## config.mk

```make
export PLATFORM = sky130hd
export DESIGN_NAME = sadc_device_flat
export DESIGN_NICKNAME = d
export VERILOG_FILES = /design/src/hw/sadc_pkg.sv /design/src/hw/sadc_if.sv /design/src/hw/sadc_device.sv /design/src/flat_wrapper.sv
export SDC_FILE = /design/constraint.sdc
export NUM_CORES = 1
export LEC_CHECK = 0
export ABC_AREA = 1
export BUFFER_PORTS_ARGS = -buffer_cell sky130_fd_sc_hd__buf_2
export CAP_MARGIN = 20
export CELL_PAD_IN_SITES_DETAIL_PLACEMENT = 2
export CELL_PAD_IN_SITES_GLOBAL_PLACEMENT = 2
export CORE_AREA = 5 5 111 113
export CTS_BUF_LIST = sky130_fd_sc_hd__clkbuf_8
export DETAILED_ROUTE_END_ITERATION = 8
export DIE_AREA = 0 0 116 118
export HOLD_SLACK_MARGIN = 0.12
export PLACE_DENSITY = 0.76
export SLEW_MARGIN = 5
export SYNTH_ARGS = -nofsm -noshare
export SYNTH_HDL_FRONTEND = slang
export SYNTH_SLANG_ARGS = --single-unit
```

## constraint.sdc

```tcl
create_clock -name clk -period 2.9 [get_ports clk]
set_input_delay 0.145 -clock clk [delete_from_list [all_inputs] [get_ports clk]]
set_output_delay 0.145 -clock clk [all_outputs]
set_load 0.01 [all_outputs]
```

## src/hw/sadc_pkg.sv

```systemverilog
// Package of shared constants and types for the converter control block
package sadc_pkg;

    // ----------------------------------------------------------------
    // Widths
    // ----------------------------------------------------------------
    localparam int RESULT_W = 16;                 // Result word width

    // ----------------------------------------------------------------
    // Timing in nanoseconds and derived cycle counts at 100 MHz
    // ----------------------------------------------------------------
    localparam int CLK_PERIOD_NS  = 10;           // Clock period
    localparam int CONV_TYP_NS    = 2450;         // Typical conversion time
    localparam int CONV_MAX_NS    = 2800;         // Longest conversion time
    localparam int ACQ_MIN_NS     = 480;          // Least acquisition time
    localparam int NAP_WAKE_NS    = 200;          // Nap wake-up time
    localparam int CONV_PULSE_NS  = 40;           // Host start strobe low time
    localparam int READ_PULSE_NS  = 60;           // Host read strobe low time

    // Typical time rounds down so the busy window never passes the maximum
    localparam int CONV_CYC   = CONV_TYP_NS / CLK_PERIOD_NS;
    localparam int CONVMAX_CYC = CONV_MAX_NS / CLK_PERIOD_NS;
    // Cycles per bit decision; 16 steps must fit inside the conversion
    localparam int BIT_CYC    = CONV_CYC / RESULT_W;
    // Least times round up
    localparam int ACQ_CYC    = (ACQ_MIN_NS + CLK_PERIOD_NS - 1) / CLK_PERIOD_NS;
    localparam int NAP_CYC    = (NAP_WAKE_NS + CLK_PERIOD_NS - 1) / CLK_PERIOD_NS;
    localparam int CPULSE_CYC = (CONV_PULSE_NS + CLK_PERIOD_NS - 1) / CLK_PERIOD_NS;
    localparam int RPULSE_CYC = (READ_PULSE_NS + CLK_PERIOD_NS - 1) / CLK_PERIOD_NS;

    localparam int CNT_W = 12;                    // Width of timing counters

    // ----------------------------------------------------------------
    // Reset values
    // ----------------------------------------------------------------
    localparam logic [15:0] RESULT_RST = 16'h0000;  // Output latches at reset

    // ----------------------------------------------------------------
    // Host interface modes
    // ----------------------------------------------------------------
    typedef enum logic [1:0] {
        SADC_MODE_TIED,     // Select and read held low, bus driven, except in sleep where select is high
        SADC_MODE_SHARED,   // Select low, read pulsed per result
        SADC_MODE_SLOW,     // Combined strobe held low until busy rises
        SADC_MODE_ROM       // Combined strobe pulse starts and reads
    } sadc_mode_t;

    // Power state seen by the device
    typedef enum logic [1:0] {
        SADC_PWR_ACTIVE,
        SADC_PWR_NAP,
        SADC_PWR_SLEEP
    } sadc_pwr_t;

endpackage : sadc_pkg

```

## src/hw/sadc_if.sv

```systemverilog
// Interface joining the converter device end and its host end
`timescale 1ns/1ps

interface sadc_if;
    import sadc_pkg::*;

    logic                chip_sel_n;     // Active-low chip select
    logic                conv_start_n;   // Active-low convert start
    logic                read_n;         // Active-low read
    logic                power_down_n;   // Active-low power-down
    logic                busy_n;         // Low while converting
    logic [RESULT_W-1:0] result_out;     // Device result drive value
    logic                result_oe;      // Device drives result bus
    logic [RESULT_W-1:0] result_bus;     // Resolved bus level

    // Undriven bus reads as zero here; the bench may model float otherwise
    assign result_bus = result_oe ? result_out : '0;

    modport device (
        input  chip_sel_n,
        input  conv_start_n,
        input  read_n,
        input  power_down_n,
        output busy_n,
        output result_out,
        output result_oe
    );

    modport host (
        output chip_sel_n,
        output conv_start_n,
        output read_n,
        output power_down_n,
        input  busy_n,
        input  result_bus
    );

endinterface : sadc_if

```

## src/hw/sadc_device.sv

```systemverilog
// Device end: conversion control, result latches and output enable
`timescale 1ns/1ps

module sadc_device
    import sadc_pkg::*;
(
    input  wire logic                clk,
    input  wire logic                rst_b,
    sadc_if.device                   link,
    input  wire logic [RESULT_W-1:0] sample_value,   // Two's complement analog sample
    output logic      [1:0]          power_state,    // Current power state
    output logic                     conv_done       // One-cycle pulse at conversion end
);

    // ----------------------------------------------------------------
    // Pin synchronisers
    // ----------------------------------------------------------------
    logic [1:0] cs_sync;        // Chip select sync stages
    logic [1:0] cv_sync;        // Convert start sync stages
    logic [1:0] rd_sync;        // Read sync stages
    logic [1:0] pd_sync;        // Power-down sync stages
    logic       cv_last;        // Convert start, previous synced value

    // Two stages before any logic; only stage 2 is read downstream
    always_ff @(posedge clk) begin
        if (!rst_b) begin
            cs_sync <= 2'b11;
            cv_sync <= 2'b11;
            rd_sync <= 2'b11;
            pd_sync <= 2'b11;
            cv_last <= 1'b1;
        end else begin
            cs_sync <= {cs_sync[0], link.chip_sel_n};
            cv_sync <= {cv_sync[0], link.conv_start_n};
            rd_sync <= {rd_sync[0], link.read_n};
            pd_sync <= {pd_sync[0], link.power_down_n};
            cv_last <= cv_sync[1];
        end
    end

    logic cs_n;                 // Synced select
    logic rd_n;                 // Synced read
    logic pd_n;                 // Synced power-down
    logic start_edge;           // Qualified start request

    assign cs_n = cs_sync[1];
    assign rd_n = rd_sync[1];
    assign pd_n = pd_sync[1];
    // Falling edge counts only with select low and power up
    assign start_edge = cv_last && !cv_sync[1] && !cs_n && pd_n;

    // ----------------------------------------------------------------
    // Power state
    // ----------------------------------------------------------------
    // Nap and sleep only block new starts; the latches and sequencer
    // keep their state, so a result survives a power-down
    sadc_pwr_t pwr;             // Current power mode

    // Select picks the flavour of power-down while the pin is low
    always_ff @(posedge clk) begin
        if (!rst_b) begin
            pwr <= SADC_PWR_ACTIVE;
        end else if (!pd_n) begin
            pwr <= cs_n ? SADC_PWR_SLEEP : SADC_PWR_NAP;
        end else begin
            pwr <= SADC_PWR_ACTIVE;
        end
    end

    assign power_state = pwr;

    // ----------------------------------------------------------------
    // Conversion sequencer
    // ----------------------------------------------------------------
    typedef enum logic [0:0] {
        SADC_ST_IDLE,
        SADC_ST_CONV
    } sadc_state_t;

    sadc_state_t         state;        // Sequencer state
    logic [CNT_W-1:0]    step_cnt;     // Cycles within current bit
    logic [4:0]          bit_idx;      // Bit being decided
    logic [RESULT_W-1:0] approx_register;  // Successive approximation word
    logic [RESULT_W-1:0] held_sample;  // Sample frozen at start
    logic [RESULT_W-1:0] result;       // Output latches
    logic                finish;       // Last step of last bit

    assign finish = (state == SADC_ST_CONV) && (bit_idx == 5'd0)
                    && (step_cnt == CNT_W'(BIT_CYC - 1));

    // Sequencer: idle waits for a start, conversion ignores further edges
    always_ff @(posedge clk) begin
        if (!rst_b) begin
            state    <= SADC_ST_IDLE;
            step_cnt <= '0;
            bit_idx  <= 5'd0;
        end else begin
            unique case (state)
                SADC_ST_IDLE: begin
                    if (start_edge) begin
                        state    <= SADC_ST_CONV;
                        step_cnt <= '0;
                        bit_idx  <= 5'(RESULT_W - 1);
                    end
                end
                SADC_ST_CONV: begin
                    // Start edges here fall through unseen
                    if (step_cnt == CNT_W'(BIT_CYC - 1)) begin
                        step_cnt <= '0;
                        if (bit_idx == 5'd0) begin
                            state <= SADC_ST_IDLE;
                        end else begin
                            bit_idx <= bit_idx - 5'd1;
                        end
                    end else begin
                        step_cnt <= step_cnt + CNT_W'(1);
                    end
                end
            endcase
        end
    end

    // Trial bit compare: signed sample offset to unsigned weight space
    function automatic logic [RESULT_W-1:0] sadc_offset(input logic [RESULT_W-1:0] v);
        sadc_offset = {~v[RESULT_W-1], v[RESULT_W-2:0]};
    endfunction : sadc_offset

    logic [RESULT_W-1:0] trial;        // Current guess with bit set
    assign trial = approx_register | (RESULT_W'(1) << bit_idx);

    // Register clears at start, bits decided MSB first on each bit's end
    always_ff @(posedge clk) begin
        if (!rst_b) begin
            approx_register <= '0;
            held_sample     <= '0;
        end else if (state == SADC_ST_IDLE && start_edge) begin
            approx_register <= '0;
            held_sample     <= sadc_offset(sample_value);
        end else if (state == SADC_ST_CONV && step_cnt == CNT_W'(BIT_CYC - 1)) begin
            if (trial <= held_sample) begin
                approx_register <= trial;
            end
        end
    end

    // Output latches load once per conversion and hold otherwise
    always_ff @(posedge clk) begin
        if (!rst_b) begin
            result <= RESULT_RST;
        end else if (finish) begin
            // Final word back to two's complement, MSB on top line
            if (trial <= held_sample) begin
                result <= sadc_offset(trial);
            end else begin
                result <= sadc_offset(approx_register);
            end
        end
    end

    // Busy rises on the edge that loads the latches, so the word is
    // ready when the rise is seen. A start on the finishing cycle is
    // dropped, else busy would stay low with nothing running.
    always_ff @(posedge clk) begin
        if (!rst_b) begin
            link.busy_n <= 1'b1;
            conv_done   <= 1'b0;
        end else begin
            link.busy_n <= !(state == SADC_ST_CONV && !finish)
                           && !(state == SADC_ST_IDLE && start_edge);
            conv_done   <= finish;
        end
    end

    // ----------------------------------------------------------------
    // Result bus drive
    // ----------------------------------------------------------------
    // Drive straight from the latches: slow mode shows old word until
    // completion, ROM mode reads the previous word during the start pulse
    assign link.result_out = result;
    // Enable uses synced pins, so it lags the pins by two clocks
    assign link.result_oe  = !rd_n && !cs_n;

endmodule : sadc_device

```

## src/flat_wrapper.sv

```systemverilog
// flat-port wrapper written by rule: the top's interface ports become plain ports
module sadc_device_flat import sadc_pkg::*;
  (clk, rst_b, sample_value, power_state, conv_done, link_chip_sel_n, link_conv_start_n, link_read_n, link_power_down_n, link_busy_n, link_result_out, link_result_oe);
  sadc_if link_i ();
  input  wire logic clk;
  input  wire logic rst_b;
  input  wire logic [RESULT_W-1:0] sample_value;
  output logic      [1:0] power_state;
  output logic conv_done;
  input wire logic [$bits(link_i.chip_sel_n)-1:0] link_chip_sel_n;
  input wire logic [$bits(link_i.conv_start_n)-1:0] link_conv_start_n;
  input wire logic [$bits(link_i.read_n)-1:0] link_read_n;
  input wire logic [$bits(link_i.power_down_n)-1:0] link_power_down_n;
  output wire logic [$bits(link_i.busy_n)-1:0] link_busy_n;
  output wire logic [$bits(link_i.result_out)-1:0] link_result_out;
  output wire logic [$bits(link_i.result_oe)-1:0] link_result_oe;
  assign link_i.chip_sel_n = link_chip_sel_n;
  assign link_i.conv_start_n = link_conv_start_n;
  assign link_i.read_n = link_read_n;
  assign link_i.power_down_n = link_power_down_n;
  assign link_busy_n = link_i.busy_n;
  assign link_result_out = link_i.result_out;
  assign link_result_oe = link_i.result_oe;
  sadc_device u_core (.clk(clk), .rst_b(rst_b), .link(link_i), .sample_value(sample_value), .power_state(power_state), .conv_done(conv_done));
endmodule
```

# ---- Yosys cells after proc, flatten, opt, wreduce, memory -nomap -nowiden
# Cells that the tools add are included.
# Widths: inputs -> output; s select.
dict set report classes {
  add_sub_neg 2
  order_cmp 1
  eq_ne 4
  shifts 1
  mux 13
  bitwise 6
  n_reduce_logical 21
}
# op n
set ops {}
lappend ops {{$mux 12} 2}
lappend ops {{$pmux 12 s2} 1}
lappend ops {{$le 16x16->1} 1}
lappend ops {{$mux 16} 1}
lappend ops {{$or 16x16->16} 1}
lappend ops {{$shl 1x5->16 const A} 1}
lappend ops {{$mux 5} 3}
lappend ops {{$add 12x1->12 const B} 1}
lappend ops {{$eq 12x4->1 const B} 1}
lappend ops {{$logic_and 1x1->1} 10}
lappend ops {{$pmux 5 s2} 1}
lappend ops {{$logic_not 1->1} 6}
lappend ops {{$logic_not 5->1} 1}
lappend ops {{$not 1->1} 5}
lappend ops {{$sub 5x1->5 const B} 1}
lappend ops {{$ne 2x2->1 const B} 2}
lappend ops {{$reduce_or 2->1} 2}
lappend ops {{$mux 1} 3}
lappend ops {{$reduce_and 3->1} 1}
lappend ops {{$mux 2} 1}
lappend ops {{$ne 2x1->1 const B} 1}
lappend ops {{$pmux 1 s2} 1}
lappend ops {{$reduce_and 2->1} 1}
dict set report totals {
  register_bits 79
  in_bits 22
  output_inout_bits 21
  word_cells 62
}

# ---- Depth between registers and ports, before layout
dict set report logic_depth {
  depth_word 7
  ltp_mapped 19
  ltp_nobuf 18
}

# ---- Least setup slack after synthesis
# OpenSTA, ideal clock, no wires.
dict set report synth_path {
  path_type {reg2reg}
  start {register u_core.bit_idx[0]}
  end {register u_core.result[8] (netlist: u_core.link.result_out[8])}
  arrival_time_ps 1970
  path_slack_ps 817
  stages_incl_launch_ff 16
  n_path_buf 1
  synth_period_minus_slack_ps 2083
  cell_sequence {dfxtp_1 -> inv_1 -> ha_1 -> nand2_1 -> o21ai_0 -> ha_1 -> nand2_1 -> inv_1 -> nand3_1 -> nor3_1 -> nand2_1 -> nand2_1 -> buf_2 -> nand3_1 -> nand3_1 -> nand2_1}
}
dict set report synth_via {
  elab_chain_cells 4
}
# element line_no
set synth_lines {}
lappend synth_lines {{from (decl)} sadc_device.sv:82} ;# logic [4:0] bit_idx;
lappend synth_lines {{from (signal assigned)} sadc_device.sv:103} ;# bit_idx <= 5'(RESULT_W - 1);
lappend synth_lines {{from (signal assigned)} sadc_device.sv:113} ;# bit_idx <= bit_idx - 5'd1;
lappend synth_lines {{$shl 1x5->16} sadc_device.sv:129} ;# assign trial = approx_register | (RESULT_W'(1) << bit_idx);
lappend synth_lines {{$or 16x16->16} sadc_device.sv:129}
lappend synth_lines {{net u_core.trial[10]} sadc_device.sv:128} ;# logic [RESULT_W-1:0] trial;
lappend synth_lines {{$le 16x16->1} sadc_device.sv:152} ;# if (trial <= held_sample) begin
lappend synth_lines {{$mux 16} sadc_device.sv:152}
lappend synth_lines {{to (signal assigned)} sadc_device.sv:153} ;# result <= sadc_offset(trial);
lappend synth_lines {{to (signal assigned)} sadc_device.sv:155} ;# result <= sadc_offset(approx_register);
lappend synth_lines {{to (decl)} sadc_device.sv:85} ;# logic [RESULT_W-1:0] result;
# The timed path passes the listed nets, and every way through them passes these cells.
# A chain may end at the register's enable or synchronous reset.

# ---- Worst setup path after layout
dict set report layout_path {
  start {register u_core.bit_idx[0]}
  end {register u_core.approx_register[15]}
}
dict set report layout_via {
  elab_chain_cells 4
}
# element line_no
set layout_lines {}
lappend layout_lines {{$shl 1x5->16 *} sadc_device.sv:129}
lappend layout_lines {{$or 16x16->16 *} sadc_device.sv:129}
lappend layout_lines {{net u_core.trial[15]} sadc_device.sv:128}
lappend layout_lines {{$le 16x16->1} sadc_device.sv:140} ;# if (trial <= held_sample) begin
lappend layout_lines {{$reduce_and 2->1 (no line)} --}
lappend layout_lines {{to (signal assigned)} sadc_device.sv:141} ;# approx_register <= trial;
lappend layout_lines {{to (decl)} sadc_device.sv:83} ;# logic [RESULT_W-1:0] approx_register;
# Mark *: on every way through the listed nets, which the timed path passes. The rest lies on a longest branch.

==> results.yml <==
status:
  status: "finished, final reports clean"
synth:
  synth-edff-count: 0
  ys_types: 26
  syn_nets: 556
  synth_common_cells: "nand2_1, dfxtp_1, inv_1"
  synth_warnings: 0
  synth_top_area_cell: "dfxtp_1"
  synthTopCellsByArea: "dfxtp_1, nand2_1, ha_1, o21ai_0, inv_1"
  synth_ff_type: "dfxtp_1"
  synth-async-reset-ratio_pct: 0
  synth_top_area_share_pct: 42.7
  yosysMostFrequentCell: "nand2_1"
  seq_area_frac_synth_pct: 42.7
  synth_cells: 511
  syn_area_um2: 3700
  ys_seq_elements: 79
  syn_avg_cell_area_um2: 7.24
power:
  power_frac_seq_pct: 49.6
  total_power_mw: 2.22
  intPower_mw: 1.69
  pwr-share-clk_pct: 42.2
  p_leak_nw: 1.99
  power.share.combinational_pct: 8.3
  vdd_drop_max_mv: 0.251
  p_sw_mw: 0.532
  p_per_area_nw_per_um2: 489
  switching_share_pct: 24.0
sta:
  worst_pin_slew_ps: 717
  setup_slack_ps: 236
  fmax_mhz: 375
  finalSetupViolations: 0
  slew_viol_final: 0
  hold_viol: 0
  fin_crit_ps: 2660
  finalCritPeriodShare_pct: 91.9
  max-slew-margin-rel_pct: 52.2
  clock_skew_ps: 7.26
clocking:
  cts_max_path_buffers: 2
  path_clk_slew_ps: 80
  cts_tree: "done"
  cts.sinks: 79
  cts-root-buf: "clkbuf_8"
  cts-htree-levels: 3
  post-cts-setup-buffers: 0
  clock_latency_ps: 370
  cts_inserted_buffers: 9
setup_path:
  cp-start-kind: "flop"
  worst_path_max_delay_cell: "dfxtp_1"
  required_ps: 3210
  path_cells: "ha_1 -> nand2_1 -> o21ai_0 -> ha_1 -> nand2_1 -> o21ai_0 -> a21oi_1 -> nand2_4 -> nand2_1 -> nand2_1 -> a21oi_1"
  path_class: "flop to flop"
  crit_fanout: 11
  crit_top_cell: "nand2_1"
  slowest_delay_ps: 410
  worstPathArrival_ps: 2970
  cp_num_buf_inv: 0
  end_kind: "flop"
  critical-path-top-delay-family: "compound AO/OA/AOI/OAI gates"
floorplanning:
  core-area_um2: 11200
  dieWidth_um: 116
  start_util_pct: 33.0
  ioPinCount: 43
  rows: 39
  die_h_um: 118
  die_area_um2: 13700
global_routing:
  track_usage_pct: 17.9
  grt_overflow_total: 0
  antenna_found_initial: 0
  grt_start_max_net_pins: 33
  grt_pass1_wl_um: 19300
  grt_pass1_vias: 4000
routing:
  route.detailed.drc: 0
  ant_nets: 0
  initialDrtViolationCount: 48
  vias: 3576
  wl_per_cell_um: 15.9
  drt-pass1-iter-count: 4
  vias_per_cell: 4.91
  wl_um: 11600
placement:
  placed_cell_area_um2: 4120
  post-place-ws_ps: -38.7
  post-dp-hpwl_um: 8560
  portBuffers: 42
  place_congestion: 0.810
  dp_cells: 695
final_layout:
  final_area_um2: 4540
  final_cells: 728
  diodes: 0
  areaGrowthSynthToFinish_pct: 22.7
  fin_nets: 627
  drive_gt1_share_pct: 16.9
  fillCellCount: 1315
worst_hold_path:
  hp-class: "input pin to flop"
flow_run:
  maxCapViolations: 0
## what timing repair did
| item | 4_1_cts | 5_1_grt |
|---|---|---|
| endpoints found under the hold margin | 19 | 0 |
| cloned | 0 | 0 |
| endpoints found under the setup margin | 6 | 27 |
| hold buffers | 19 | 0 |
| gates resized for setup | 2 | 4 |
## per-stage QoR
| stage | hold WS, ps | util, % | setup TNS (ps) |
|---|---|---|---|
| 5_1_grt | 158 | 40.4 | -4.44 |
| 3_5_place_dp | 337 | 36.7 | -152 |
| 2_1_floorplan | 252 | - | 0 |
| 6_report | 128 | 40.4 | 0 |
| 3_3_place_gp | 330 | 36.7 | 0 |
| 4_1_cts | 124 | 40.3 | 0 |
## power by group through the flow
stage	clock network [mW]	logic [mW]	registers, mW
3_3_place_gp	0	0.151	1.12
3_5_place_dp	0	0.160	1.13
4_1_cts	0.964	0.181	1.10
5_1_grt	1.01	0.208	1.10
2_1_floorplan	0	0.105	1.12
6_report	0.936	0.184	1.10
## state kept, by name, indices dropped and copies added (netlist names), 2 cells and up
name                    flops
u_core.bit_idx              5
u_core.cs_sync              2
u_core.power_state          2
u_core.cv_sync              2
u_core.approx_register     16
u_core.held_sample         16
u_core.pd_sync              2
u_core.rd_sync              2
u_core.step_cnt            12
u_core.link.result_out     16
## logic make-up (layout without fill, tap and decap cells)
group / Yosys count / count (layout) / synth area share, %
AO/OA/AOI/OAI: 101 / 101 / 13.8
XOR/XNOR: 1 / 1 / 0.237
buffers and inverters: 85 / 159 / 9.16
AND/OR/NAND/NOR: 222 / 222 / 26.3
flip-flops: 79 / 79 / 42.7
adder cells (fa/ha/maj): 23 / 23 / 7.78
## worst min-delay path, cell delays in order
cell     delay (ps)
buf_2            80
o21ai_0          90
a21oi_1         140
## path summary, 6_finish.rpt
check,start,to,slack [ps],cells past startpoint
setup / recovery,u_core.bit_idx[0],u_core.approx_register[15],240,11
hold reg to reg,u_core.rd_sync[0],u_core.rd_sync[1],420,1
setup reg to reg,u_core.bit_idx[0],u_core.approx_register[15],240,11
hold / removal,sample_value[7],u_core.held_sample[7],130,3
## layer usage
layer  share of wire, %  track usage (%)
met5                  0                0
met4                1.8             6.24
met2                 55             33.4
met3                2.6             3.24
met1                 41             19.8
## layout make-up
type	count	area [µm²]	area share, %
Clock inverter	3	67.6	1.49
Tap cell	143	179	3.94
Clock buffer	11	151	3.34
Inverter	70	263	5.79
Timing Repair Buffer	75	505	11.1
Multi-Input combinational cell	347	1790	39.5
Sequential cell	79	1580	34.8
## placed cells by master (no fill, tap or decap), drive strengths merged
master         n
bufinv         2
nand3         44
o21ai         53
a21o           1
inv           70
ha            23
a21oi         45
nand4          1
buf           56
nor2          32
clkinvlp       1
xor2           1
or2           11
nor3b          1
and3           1
nor3           6
nand2        126
dlygate4sd3   19
o22ai          1
clkbuf        11
a31oi          1
dfxtp         79
Note: power is estimated with default switching activity, not from simulation.
